File: config.mk
export PLATFORM = sky130hd
export DESIGN_NAME = prx_rx_port
export DESIGN_NICKNAME = d
export VERILOG_FILES = /design/src/prx_rx_port.v
export VERILOG_INCLUDE_DIRS = /design/src
export SDC_FILE = /design/constraint.sdc
export NUM_CORES = 1
export LEC_CHECK = 0
export BUFFER_PORTS_ARGS = -buffer_cell sky130_fd_sc_hd__buf_2
export CORE_MARGIN = 2
export CORE_UTILIZATION = 55
export DETAILED_ROUTE_END_ITERATION = 16
export PLACE_DENSITY = 0.82
export SETUP_SLACK_MARGIN = 0.1
export SLEW_MARGIN = 10
export SYNTH_ARGS = -nofsm -noshare
export SYNTH_HDL_FRONTEND = slang
export SYNTH_SLANG_ARGS = --single-unit
File: constraint.sdc
create_clock -name i_clk -period 5.25 [get_ports i_clk]
set_input_delay 0.7875 -clock i_clk [delete_from_list [all_inputs] [get_ports i_clk]]
set_output_delay 0.7875 -clock i_clk [all_outputs]
set_load 0.05 [all_outputs]
File: src/prx_defines.vh
// constants for the phy receive port: register map, field positions,
// strap timing and reset values.
// assumes inclusion by bare name from the design file.
`ifndef PRX_DEFINES_VH
`define PRX_DEFINES_VH

// ==========================================================
// register map (byte addresses)
`define PRX_ADDR_CTRL     4'h0
`define PRX_ADDR_STATUS   4'h4
`define PRX_ADDR_ERRCNT   4'h8

// ==========================================================
// control fields
`define PRX_CTRL_SYM      0
`define PRX_CTRL_RST      1'b0

// ==========================================================
// status fields
`define PRX_ST_MODE_LO    0
`define PRX_ST_MODE_HI    2
`define PRX_ST_IRQSEL     3
`define PRX_ST_CORE_REGULATOR_DISABLE_STRAP     4
`define PRX_ST_RMII       5
`define PRX_ST_CARRIER    6
`define PRX_ST_COLL       7
`define PRX_ST_SPEED      8
`define PRX_ST_DONE       9

// ==========================================================
// strap capture and frame delimiter
`define PRX_STRAP_WAIT    2'h3
`define PRX_SFD_WIRE      8'hab
`define PRX_ERRCNT_W      16

`endif

File: src/prx_rx_port.v
// receive side of the phy's mii/rmii port toward the mac, with the
// reset-time straps that share those pins and an avalon-mm slave.
// assumes the phy core signals and the link clock come from another
// clock domain, and that the bench resolves each shared pin from its enable.
`timescale 1ns/1ps
`default_nettype none
`include "prx_defines.vh"

module prx_rx_port #(
	parameter ERRCNT_W = `PRX_ERRCNT_W
) (
	input  wire        i_clk,
	input  wire        i_rst_b,
	// phy core side, link clock domain
	input  wire        i_link_clk,
	input  wire [4:0]  i_sym,
	input  wire        i_sym_valid,
	input  wire        i_sym_err,
	input  wire        i_carrier,
	input  wire        i_collision,
	input  wire        i_speed100,
	input  wire        i_full_duplex,
	input  wire        i_tx_active,
	// mac side pins
	input  wire [3:0]  i_rxd_pin,
	output reg  [3:0]  o_rxd,
	output wire [3:0]  o_rxd_oe,
	output reg         o_rx_er,
	output wire        o_rx_er_oe,
	output reg         o_rx_dv,
	output wire        o_rx_dv_oe,
	input  wire        i_rx_clk_pin,
	output reg         o_rx_clk,
	output wire        o_rx_clk_oe,
	input  wire        i_col_pin,
	output reg         o_col_crs_dv,
	output wire        o_col_crs_dv_oe,
	output reg         o_crs,
	output wire        o_crs_oe,
	// latched straps
	output reg  [2:0]  o_mode_strap,
	output reg         o_irq_pin_function_strap,
	output reg         o_core_regulator_disable_strap,
	output reg         o_rmii_sel,
	output reg         o_strap_done,
	// avalon-mm slave
	input  wire [3:0]  i_avs_address,
	input  wire        i_avs_read,
	input  wire        i_avs_write,
	input  wire [31:0] i_avs_writedata,
	input  wire [3:0]  i_avs_byteenable,
	output reg  [31:0] o_avs_readdata,
	output wire        o_avs_waitrequest
);

	// ==========================================================
	// two-flop synchronisers
	localparam SYNC_W = 19;

	wire [SYNC_W-1:0] sync_in;
	reg  [SYNC_W-1:0] sync_1;
	reg  [SYNC_W-1:0] sync_2;

	assign sync_in = {i_col_pin, i_rx_clk_pin, i_rxd_pin, i_tx_active,
		i_full_duplex, i_speed100, i_collision, i_carrier, i_sym_err,
		i_sym_valid, i_sym, i_link_clk};

	always @(posedge i_clk) begin
		if (!i_rst_b) begin
			sync_1 <= {SYNC_W{1'b0}};
			sync_2 <= {SYNC_W{1'b0}};
		end else begin
			sync_1 <= sync_in;
			sync_2 <= sync_1;
		end
	end

	wire       lclk_s     = sync_2[0];
	wire [4:0] sym_s      = sync_2[5:1];
	wire       valid_s    = sync_2[6];
	wire       err_s      = sync_2[7];
	wire       carrier_s  = sync_2[8];
	wire       coll_s     = sync_2[9];
	wire       speed_s    = sync_2[10];
	wire       fdx_s      = sync_2[11];
	wire       txact_s    = sync_2[12];
	wire [3:0] rxd_pin_s  = sync_2[16:13];
	wire       rxclk_pin_s = sync_2[17];
	wire       col_pin_s  = sync_2[18];

	// ==========================================================
	// strap capture after reset release
	reg [1:0] strap_cnt;

	always @(posedge i_clk) begin
		if (!i_rst_b) begin
			strap_cnt                      <= 2'h0;
			o_strap_done                   <= 1'b0;
			o_mode_strap                   <= 3'h0;
			o_irq_pin_function_strap       <= 1'b1;
			o_core_regulator_disable_strap <= 1'b0;
			o_rmii_sel                     <= 1'b0;
		end else if (!o_strap_done) begin
			if (strap_cnt == `PRX_STRAP_WAIT) begin
				o_strap_done                   <= 1'b1;
				o_mode_strap                   <= rxd_pin_s[2:0];
				o_irq_pin_function_strap       <= rxd_pin_s[3];
				o_core_regulator_disable_strap <= rxclk_pin_s;
				o_rmii_sel                     <= col_pin_s;
			end else begin
				strap_cnt <= strap_cnt + 2'h1;
			end
		end
	end

	// ==========================================================
	// pin drive enables; all released while straps are read
	wire mii_on  = o_strap_done & ~o_rmii_sel;
	wire rmii_on = o_strap_done & o_rmii_sel;

	assign o_rxd_oe        = {mii_on, mii_on, o_strap_done,
		o_strap_done};
	assign o_rx_er_oe      = o_strap_done;
	assign o_rx_dv_oe      = mii_on;
	assign o_rx_clk_oe     = mii_on;
	assign o_col_crs_dv_oe = o_strap_done;
	assign o_crs_oe        = o_strap_done;

	// ==========================================================
	// link clock edges
	reg lclk_q;

	always @(posedge i_clk) begin
		if (!i_rst_b)
			lclk_q <= 1'b0;
		else
			lclk_q <= lclk_s;
	end

	wire lclk_rise = lclk_s & ~lclk_q;
	wire lclk_fall = ~lclk_s & lclk_q;

	// ==========================================================
	// control register and status
	reg                ctrl_sym;
	reg [ERRCNT_W-1:0] err_cnt;
	reg                err_seen;
	reg                in_frame;

	wire sym_mode = ctrl_sym & mii_on;

	// ==========================================================
	// rmii delimiter search and loopback block
	reg  [7:0] sfd_sr;
	reg        sfd_seen;
	wire [7:0] next_sfd_sr;

	// wire order: rxd0 first, then rxd1, of each dibit
	function [7:0] prx_sfd_shift;
		input [7:0] sr;
		input [1:0] dibit;
		begin
			prx_sfd_shift = {sr[5:0], dibit[0], dibit[1]};
		end
	endfunction

	assign next_sfd_sr = prx_sfd_shift(sfd_sr, sym_s[1:0]);

	wire ten_rmii   = rmii_on & ~speed_s;
	wire loop_block = ten_rmii & ~fdx_s & txact_s;
	wire rmii_car   = carrier_s & ~loop_block;

	always @(posedge i_clk) begin
		if (!i_rst_b) begin
			sfd_sr   <= 8'h00;
			sfd_seen <= 1'b0;
		end else if (lclk_rise) begin
			if (!rmii_car) begin
				sfd_sr   <= 8'h00;
				sfd_seen <= 1'b0;
			end else if (valid_s && !sfd_seen) begin
				sfd_sr <= next_sfd_sr;
				if (next_sfd_sr == `PRX_SFD_WIRE)
					sfd_seen <= 1'b1;
			end
		end
	end

	// ==========================================================
	// receive outputs
	always @(posedge i_clk) begin
		if (!i_rst_b) begin
			o_rxd        <= 4'h0;
			o_rx_er      <= 1'b0;
			o_rx_dv      <= 1'b0;
			o_rx_clk     <= 1'b0;
			o_col_crs_dv <= 1'b0;
			o_crs        <= 1'b0;
		end else begin
			o_rx_clk <= mii_on & lclk_s;
			if (mii_on && lclk_fall) begin
				// mii: updates on falling receive clock
				o_rxd        <= sym_s[3:0];
				o_rx_dv      <= valid_s;
				o_rx_er      <= sym_mode ? sym_s[4] :
					(err_s & valid_s);
				o_col_crs_dv <= coll_s;
				o_crs        <= carrier_s;
			end else if (rmii_on && lclk_rise) begin
				o_rxd[3:2]   <= 2'h0;
				o_rxd[1:0]   <= (rmii_car && valid_s &&
					(speed_s || sfd_seen)) ? sym_s[1:0] : 2'h0;
				o_rx_dv      <= 1'b0;
				o_rx_er      <= err_s & rmii_car;
				o_col_crs_dv <= rmii_car;
				o_crs        <= carrier_s;
			end else if (!o_strap_done) begin
				o_rxd        <= 4'h0;
				o_rx_dv      <= 1'b0;
				o_rx_er      <= 1'b0;
				o_col_crs_dv <= 1'b0;
				o_crs        <= 1'b0;
			end
		end
	end

	// ==========================================================
	// errored frame counter
	wire                frame_on = mii_on ? valid_s : rmii_car;
	wire                err_hit  = err_s & ~sym_mode;
	wire [ERRCNT_W-1:0] next_err_cnt;

	assign next_err_cnt = err_cnt + {{(ERRCNT_W-1){1'b0}}, 1'b1};

	always @(posedge i_clk) begin
		if (!i_rst_b) begin
			err_cnt  <= {ERRCNT_W{1'b0}};
			err_seen <= 1'b0;
			in_frame <= 1'b0;
		end else if (o_strap_done) begin
			in_frame <= frame_on;
			// an error in the first cycle of a frame still counts
			if (frame_on && !in_frame) begin
				err_seen <= err_hit;
				if (err_hit)
					err_cnt <= next_err_cnt;
			end else if (frame_on && err_hit && !err_seen) begin
				err_seen <= 1'b1;
				err_cnt  <= next_err_cnt;
			end
		end
	end

	// ==========================================================
	// status word assembly
	function [31:0] prx_status_word;
		input [2:0] mode;
		input       irqsel;
		input       core_regulator_disable_strap;
		input       rmii;
		input       carrier;
		input       coll;
		input       speed;
		input       done;
		begin
			prx_status_word = 32'h0000_0000;
			prx_status_word[`PRX_ST_MODE_HI:`PRX_ST_MODE_LO] = mode;
			prx_status_word[`PRX_ST_IRQSEL]  = irqsel;
			prx_status_word[`PRX_ST_CORE_REGULATOR_DISABLE_STRAP]  = core_regulator_disable_strap;
			prx_status_word[`PRX_ST_RMII]    = rmii;
			prx_status_word[`PRX_ST_CARRIER] = carrier;
			prx_status_word[`PRX_ST_COLL]    = coll;
			prx_status_word[`PRX_ST_SPEED]   = speed;
			prx_status_word[`PRX_ST_DONE]    = done;
		end
	endfunction

	// ==========================================================
	// avalon-mm slave: one wait cycle per access
	reg  bus_ack;
	wire bus_req;
	wire wr_take;

	assign bus_req = i_avs_read | i_avs_write;
	// a write lands only at the edge where waitrequest is low
	assign wr_take = i_avs_write & bus_ack & i_avs_byteenable[0] &
		(i_avs_address == `PRX_ADDR_CTRL);

	assign o_avs_waitrequest = bus_req & ~bus_ack;

	always @(posedge i_clk) begin
		if (!i_rst_b) begin
			bus_ack        <= 1'b0;
			ctrl_sym       <= `PRX_CTRL_RST;
			o_avs_readdata <= 32'h0000_0000;
		end else begin
			bus_ack <= bus_req & ~bus_ack;
			if (wr_take)
				ctrl_sym <= i_avs_writedata[`PRX_CTRL_SYM];
			if (i_avs_read && !bus_ack) begin
				o_avs_readdata <= 32'h0000_0000;
				case (i_avs_address)
				`PRX_ADDR_CTRL: begin
					o_avs_readdata[`PRX_CTRL_SYM] <= ctrl_sym;
				end
				`PRX_ADDR_STATUS: begin
					o_avs_readdata <= prx_status_word(o_mode_strap,
						o_irq_pin_function_strap,
						o_core_regulator_disable_strap, o_rmii_sel,
						carrier_s, coll_s, speed_s, o_strap_done);
				end
				`PRX_ADDR_ERRCNT: begin
					o_avs_readdata[ERRCNT_W-1:0] <= err_cnt;
				end
				default: begin
					o_avs_readdata <= 32'h0000_0000;
				end
				endcase
			end
		end
	end

endmodule
`default_nettype wire

Yosys cells after proc, flatten, opt, wreduce, memory -nomap -nowiden
Cells that the tools add are included.

operators by class
  add/sub/neg operators = 2
  equality and inequality tests = 8
  mux-type cells = 29
  bitwise logic cells = 28
  reductions and logical operators = 22

operators with widths
  cell                                                             count
  16-bit two-way mux                                               3
  15-bit one-hot mux with 2 select lines                           1
  1-bit two-way mux                                                18
  1-bit AND                                                        17
  16-bit by 1-bit adder with 16-bit output, second input constant  1
  4-bit two-way mux                                                3
  6-bit two-way mux                                                2
  1-bit NOT                                                        10
  1-bit logical AND                                                9
  8-bit == test, second input constant                             1
  2-bit AND reduction                                              4
  3-bit AND reduction                                              2
  4-bit by 3-bit == test with 1-bit output, second input constant  1
  4-bit == test, second input constant                             1
  1-bit logical NOT                                                4
  4-bit logical NOT                                                1
  2-bit by 1-bit != test with 1-bit output, second input constant  2
  3-bit by 1-bit != test with 1-bit output, second input constant  1
  1-bit one-hot mux with 3 select lines                            1
  2-bit by 1-bit adder with 2-bit output, second input constant    1
  2-bit == test, second input constant                             1
  2-bit two-way mux                                                1
  2-bit != test, second input constant                             1
  2-bit nonzero test                                               1
  other kinds (2)                                                  2

word-level totals
  flip-flop bits (word level) = 100
  bits of input ports = 63
  output and inout bits = 58
  logic and storage cells = 112

Depth between registers and ports, before layout
Gate-level depths: netlist (run 1).

  word-level depth = 11
  mapped depth = 7
  gate-level depth less buffers = 5

Least setup slack after synthesis (run 1)
Ideal clock, no wire load.

  path kind = register to output
  start = register o_strap_done (netlist: o_col_crs_dv_oe)
  end = output o_rx_dv_oe
  arrival = 1.629 ns
  required time = 4.463 ns
  slack = 2.834 ns
  cell stages (with the launch flop) = 4
  path buffers = 2
  path through = dfxtp_1 -> buf_4 -> nor2b_4 -> buf_4

on the way
  cells in the longest elaborated chain, start to end = 1

RTL lines
  item                    RTL line           text
  start, declared         prx_rx_port.v:45   output reg o_strap_done,
  start signal, assigned  prx_rx_port.v:98   o_strap_done <= 1'b0;
  start signal, assigned  prx_rx_port.v:105  o_strap_done <= 1'b1;
  1-bit AND               prx_rx_port.v:118  wire mii_on = o_strap_done & ~o_rmii_sel;
  end, declared           prx_rx_port.v:31   output wire o_rx_dv_oe,

No other way between the ends.

Worst setup path after layout (run 1)
  start = register o_strap_done (netlist: o_col_crs_dv_oe)
  end = output o_rxd_oe[3]

on the way
  cells in the longest elaborated chain, start to end = 1

RTL lines
  item           RTL line           text
  1-bit AND      prx_rx_port.v:118
  end, declared  prx_rx_port.v:27   output wire [3:0] o_rxd_oe,

No other way between the ends.

==> results of run 1 <==
[worst register-to-register path: stages, from the launching register on]
cell       delay (ns)
dfxtp_1          0.66
nor2b_4          0.36
a2bb2oi_4        0.23
or4_1            0.56
a21oi_1          0.17
[routing by layer]
| layer | track usage | wire length (um) | share of wire | up-vias |
|---|---|---|---|---|
| li1 | - | - | - | 1499 |
| met1 | 0.250 | 3270 | 0.45 | 1346 |
| met2 | 0.309 | 3460 | 0.48 | 80 |
| met3 | 0.0644 | 369 | 0.051 | 9 |
| met4 | 0.0758 | 95 | 0.013 | 0 |
| met5 | 0 | 0 | 0 | - |
[worst max path at each step]
stage                                from                              to  slack [ns]  cells past startpoint
6_report       o_col_crs_dv_oe$_SDFF_PN0_                     o_rxd_oe[3]        2.78                      2
5_1_grt        o_col_crs_dv_oe$_SDFF_PN0_                     o_rx_clk_oe        2.65                      2
4_1_cts        o_col_crs_dv_oe$_SDFF_PN0_                     o_rxd_oe[3]        2.80                      2
3_5_place_dp      o_rmii_sel$_SDFFE_PN0P_        err_cnt[13]$_SDFFE_PN0P_        3.06                      4
3_3_place_gp                      i_rst_b  o_avs_readdata[2]$_SDFFE_PN0P_        3.12                      3
2_1_floorplan  o_col_crs_dv_oe$_SDFF_PN0_                      o_rx_dv_oe        2.83                      3
[through the flow]
step           cells  utilization  power [mW]
2_1_floorplan    417            -        1.05
3_3_place_gp     538        0.609        1.07
3_5_place_dp     538        0.609        1.08
4_1_cts          553        0.636        1.52
5_1_grt          553        0.637        1.58
6_report         553        0.637        1.51
[cells in the final DEF, fill, tap and decap left out, types with 3 or more instances in the layout]
cell type  count
dfxtp_1      100
clkinv_4       3
o221a_2        5
a221oi_1      11
nand2_1       17
o21ai_1        3
nor2_1        27
o21ai_0        7
a22oi_1        4
nand3_1       13
or4_1         12
nor3_1        14
conb_1        16
nor2b_1        5
clkbuf_8       9
a21oi_1       27
mux2i_1       10
o31ai_1       12
and2_1        40
inv_1          5
nand3b_1       3
nor4b_2        3
nand4_1        4
buf_2         70
nand2b_1       3
[power by group]
part | internal (mW) | switching, mW | leakage (nW)
registers | 0.791 | 0.0241 | 0.817
logic | 0.0633 | 0.182 | 0.867
clock network | 0.179 | 0.270 | 0.0902
[kinds of logic (layout without fill, tap and decap cells)]
group,after synthesis,after routing,synth area share
AO/OA/AOI/OAI,77,77,0.136
adder cells (fa/ha/maj),2,2,0.00636
flip-flops,100,100,0.509
buffers and inverters,52,92,0.0786
multiplexers,10,10,0.0254
other,1,16,0.000953
AND/OR/NAND/NOR,159,159,0.241
XOR/XNOR,1,1,0.00223
[layout make-up]
| cell class | instances | area share |
|---|---|---|
| timing repair buffer | 71 | 0.0817 |
| multi-input combinational | 265 | 0.386 |
| inverter | 6 | 0.00514 |
| clock buffer | 9 | 0.0283 |
| tap | 96 | 0.0274 |
| clock inverter | 6 | 0.0140 |
| sequential | 100 | 0.457 |
[flip-flops by register name (all words and copies together), names as in the netlist, 2 cells and up]
signal          cells
o_rxd               4
sync_1             19
err_cnt            16
sync_2             19
o_avs_readdata     16
strap_cnt           2
o_mode_strap        3
sfd_sr              6
==> results.json, run 1 <==
{
  "outcome": "finished, final reports clean",
  "core_area_mm2": 0.00687,
  "place_area_mm2": 0.00418,
  "ir_drop_mv": 0.190,
  "p_per_area_mw_per_mm2": 345,
  "crit_path_max_incr_delay_ns": 0.66,
  "async_flop_share": 0,
  "synth.largest_area_cell": "dfxtp_1",
  "synth_common_cells": "100 x dfxtp_1, 40 x and2_1, 27 x a21oi_1, 27 x nor2_1, 25 x buf_4",
  "reg2reg_to": "err_cnt[11]$_SDFFE_PN0P_",
  "finalNetCount": 518,
  "drv_slew": 0,
  "grt_pass1_vias": 2589,
  "finClkSkew_ns": 0.0119,
  "path_max_fanout": 16,
  "fp.dieH_um": 88.6,
  "drt-vias-per-instance": 5.31,
  "critPathSlowestCell": "dfxtp_1",
  "min_period_ns": 2.47,
  "rsz0062_at_grt": "no",
  "wl_per_cell_um": 13.0,
  "seq_area_frac_synth": 0.509,
  "pre_cts_slack_ns": 3.06,
  "antenna_cells": 0,
  "place_hpwl_mm": 5.01,
  "synth_area_mm2": 0.00393,
  "area_delta_synth_final_pct": 11.3,
  "critical_path_class": "flop to output pin",
  "rr_startpoint": "o_col_crs_dv_oe$_SDFF_PN0_",
  "worst_setup_path_end_kind": "output pin",
  "grt_pass1_wl_mm": 11.8,
  "start_util": 0.573,
  "grt_use_total": 0.196,
  "cp.buffers_inverters": 1,
  "drive_gt1_frac": 0.225,
  "dieArea_mm2": 0.00784,
  "root_buffer": "clkbuf_8",
  "yosysWarnings": 0,
  "synthFlopType": "dfxtp_1",
  "fillers": 584,
  "cts_tree": "built",
  "hold_ws_ns": 0.434,
  "hold_depth": 1,
  "cp-start-kind": "flop",
  "setup_viol": 0,
  "synth.distinct_cells": 49,
  "min_path_type": "flop to flop",
  "numCtsBuffers": 9,
  "num_vias": 2934,
  "synth-edff-count": 0,
  "placementRows": 30,
  "htree_levels": 3,
  "worstPathCellList": "nor2b_4, buf_2",
  "holdPathEnd": "sync_2[11]$_SDFF_PN0_",
  "hold_viol": 0,
  "cts.path.max_buffers": 2,
  "min_period_over_period": 0.470,
  "finalSetupTns_ns": 0,
  "hp-start": "sync_1[11]$_SDFF_PN0_",
  "multi_input_area_mm2": 0.00169,
  "worstSkewPairLatency_ns": 0.36,
  "syn_avg_cell_area_um2": 9.79,
  "clk_pin_slew_worst_paths_ns": 0.10,
  "post_cts_buffers": 0,
  "reg2regPathDepth": 4,
  "cts.sinks": 100,
  "fmax_mhz": 405,
  "netlist_instances": 402,
  "cts_hold_buf": 0,
  "grt_antenna_before_repair": 0,
  "wl_mm": 7.20,
  "worst_ep_required_time_ns": 4.46,
  "max_cap_viol_count": 0,
  "synth_top_area_frac": 0.509,
  "slew_headroom": 0.318,
  "ctsResizeCount": 0,
  "synthTopCellsByArea": "dfxtp_1 51%, and2_1 6.4%, buf_4 4.8%",
  "routabilityCongestion": 0.811,
  "ys_seq_elements": 100,
  "critPathTopFamily": "flip-flops",
  "p_leak_nw": 1.77,
  "die_w_um": 88.6,
  "stdcell_area_mm2": 0.00438,
  "rrSetupSlack_ns": 3.20,
  "overflow": 0,
  "port-buffer-count": 70,
  "grt_start_max_net_pins": 51,
  "worstMarginPinSlew_ns": 1.02,
  "synth_most_common_cell": "dfxtp_1",
  "io_pins": 121,
  "register_area_mm2": 0.00200,
  "layout_setup_ws_ns": 2.78,
  "drt_drc_violations_left": 0,
  "final_antenna_net_count": 0,
  "firstDrtPassIters": 4,
  "drtIter0Drc": 189,
  "crit_arrival_ns": 1.68
}
Power figures use the tool's default switching activity.
==> run 2: changes to the inputs <==
--- a/config.mk
+++ b/config.mk
@@ -8,9 +8,9 @@
 export LEC_CHECK = 0
 export BUFFER_PORTS_ARGS = -buffer_cell sky130_fd_sc_hd__buf_2
 export CORE_MARGIN = 2
-export CORE_UTILIZATION = 55
+export CORE_UTILIZATION = 51
 export DETAILED_ROUTE_END_ITERATION = 16
-export PLACE_DENSITY = 0.82
+export PLACE_DENSITY = 0.76
 export SETUP_SLACK_MARGIN = 0.1
 export SLEW_MARGIN = 10
 export SYNTH_ARGS = -nofsm -noshare
==> constraint.sdc (replaced) <==
create_clock -name i_clk -period 2.5 [get_ports i_clk]
set_input_delay 0.375 -clock i_clk [delete_from_list [all_inputs] [get_ports i_clk]]
set_output_delay 0.375 -clock i_clk [all_outputs]
set_load 0.05 [all_outputs]
==> run 2 against run 1 <==
Net effect:
- clock skew is 0.0019 ns higher
- hold slack worse by 0.22 ns
- die area up 7.5%
- clock power up 140%
- sequential power up 110%
- critical endpoint is now err_cnt[10]$_SDFFE_PN0P_
- global-route usage down 0.57 points
==> results.json, run 2 (same netlist as run 1, synthesis figures left out) <==
{
  "firstDrtPassIters": 4,
  "grt_pass1_wl_mm": 12.9,
  "crit_arrival_ns": 2.36,
  "outcome": "finished, final reports clean",
  "place_area_mm2": 0.00423,
  "die_w_um": 91.8,
  "grt_pass1_vias": 2786,
  "p_leak_nw": 1.81,
  "fp.dieH_um": 91.8,
  "numCtsBuffers": 9,
  "num_vias": 3041,
  "htree_levels": 3,
  "area_delta_synth_final_pct": 12.7,
  "grt_antenna_before_repair": 0,
  "min_period_over_period": 0.827,
  "finalSetupTns_ns": 0,
  "drive_gt1_frac": 0.235,
  "min_path_type": "input pin to flop",
  "critPathTopFamily": "simple AND/OR/NAND/NOR gates",
  "placementRows": 32,
  "drt-vias-per-instance": 5.38,
  "cts.path.max_buffers": 2,
  "cts_tree": "built",
  "routabilityCongestion": 0.786,
  "rsz0062_at_grt": "no",
  "finalNetCount": 523,
  "fmax_mhz": 484,
  "start_util": 0.517,
  "critPathSlowestCell": "dfxtp_1",
  "final_common_cell": "dfxtp_1",
  "cts_hold_buf": 0,
  "min_period_ns": 2.07,
  "worstSkewPairLatency_ns": 0.36,
  "slew_headroom": 0.405,
  "overflow": 0,
  "core_area_mm2": 0.00761,
  "cp.buffers_inverters": 1,
  "final_antenna_net_count": 0,
  "crit_path_max_incr_delay_ns": 0.67,
  "clk_pin_slew_worst_paths_ns": 0.10,
  "max_cap_viol_count": 0,
  "grt_start_max_net_pins": 51,
  "worst_setup_path_end_kind": "flop",
  "finClkSkew_ns": 0.0137,
  "root_buffer": "clkbuf_8",
  "antenna_cells": 0,
  "cp-start-kind": "flop",
  "drtIter0Drc": 206,
  "critical_path_class": "flop to flop",
  "path_max_fanout": 34,
  "stdcell_area_mm2": 0.00443,
  "setup_viol": 0,
  "p_per_area_mw_per_mm2": 742,
  "port-buffer-count": 70,
  "wl_mm": 7.71,
  "hold_viol": 0,
  "dieArea_mm2": 0.00843,
  "cts.sinks": 100,
  "io_pins": 121,
  "worstPathCellList": "nor2b_4, a2bb2oi_2, buf_4, or4_1, a21oi_1",
  "place_hpwl_mm": 5.11,
  "reg_top3": "sync_1 x19, sync_2 x19",
  "ctsResizeCount": 0,
  "ir_drop_mv": 0.460,
  "drt_drc_violations_left": 0,
  "final_cell_mix": "100 x dfxtp_1, 70 x buf_2, 40 x and2_1",
  "worst_ep_required_time_ns": 2.79,
  "drv_slew": 0,
  "fillers": 689,
  "hold_ws_ns": 0.212,
  "post_cts_buffers": 0,
  "wl_per_cell_um": 13.6,
  "worstMarginPinSlew_ns": 0.892,
  "grt_use_total": 0.190
}
run 2: cell type report:
class | count | area (um^2) | area share
Clock buffer | 9 | 124 | 0.0280
Clock inverter | 7 | 81.3 | 0.0184
Inverter | 6 | 22.5 | 0.00508
Multi-Input combinational cell | 265 | 1680 | 0.379
Sequential cell | 100 | 2000 | 0.452
Tap cell | 102 | 128 | 0.0288
Timing Repair Buffer | 76 | 395 | 0.0892
run 2: per-stage QoR:
step	std cells	util	setup slack (ns)	power (mW)
2_1_floorplan	417	-	0.156	2.21
3_3_place_gp	549	0.556	0.519	2.26
3_5_place_dp	549	0.556	0.468	2.27
4_1_cts	565	0.583	0.455	3.31
5_1_grt	565	0.583	0.272	3.43
6_report	565	0.583	0.433	3.29
run 2: worst paths after layout:
kind / slack [ns] / end / startpoint / cells past startpoint
max: 0.43 / err_cnt[10]$_SDFFE_PN0P_ / o_col_crs_dv_oe$_SDFF_PN0_ / 5
min: 0.21 / sync_1[11]$_SDFF_PN0_ / i_full_duplex / 2
min reg2reg: 0.44 / sync_2[3]$_SDFF_PN0_ / sync_1[3]$_SDFF_PN0_ / 1
max reg2reg: 0.43 / err_cnt[10]$_SDFFE_PN0P_ / o_col_crs_dv_oe$_SDFF_PN0_ / 5
run 2: per-layer routing:
metal,vias up,share of wire,global-route usage
met4,0,0.018,0.0896
met5,-,0,0
met3,12,0.049,0.0345
met2,85,0.48,0.309
li1,1513,-,-
met1,1431,0.45,0.245
run 2: power breakdown:
part           total (mW)  leakage, nW  internal, mW  switching, mW
logic               0.519        0.887         0.136          0.383
clock network        1.06        0.106         0.479          0.577
registers            1.71        0.817          1.66         0.0516
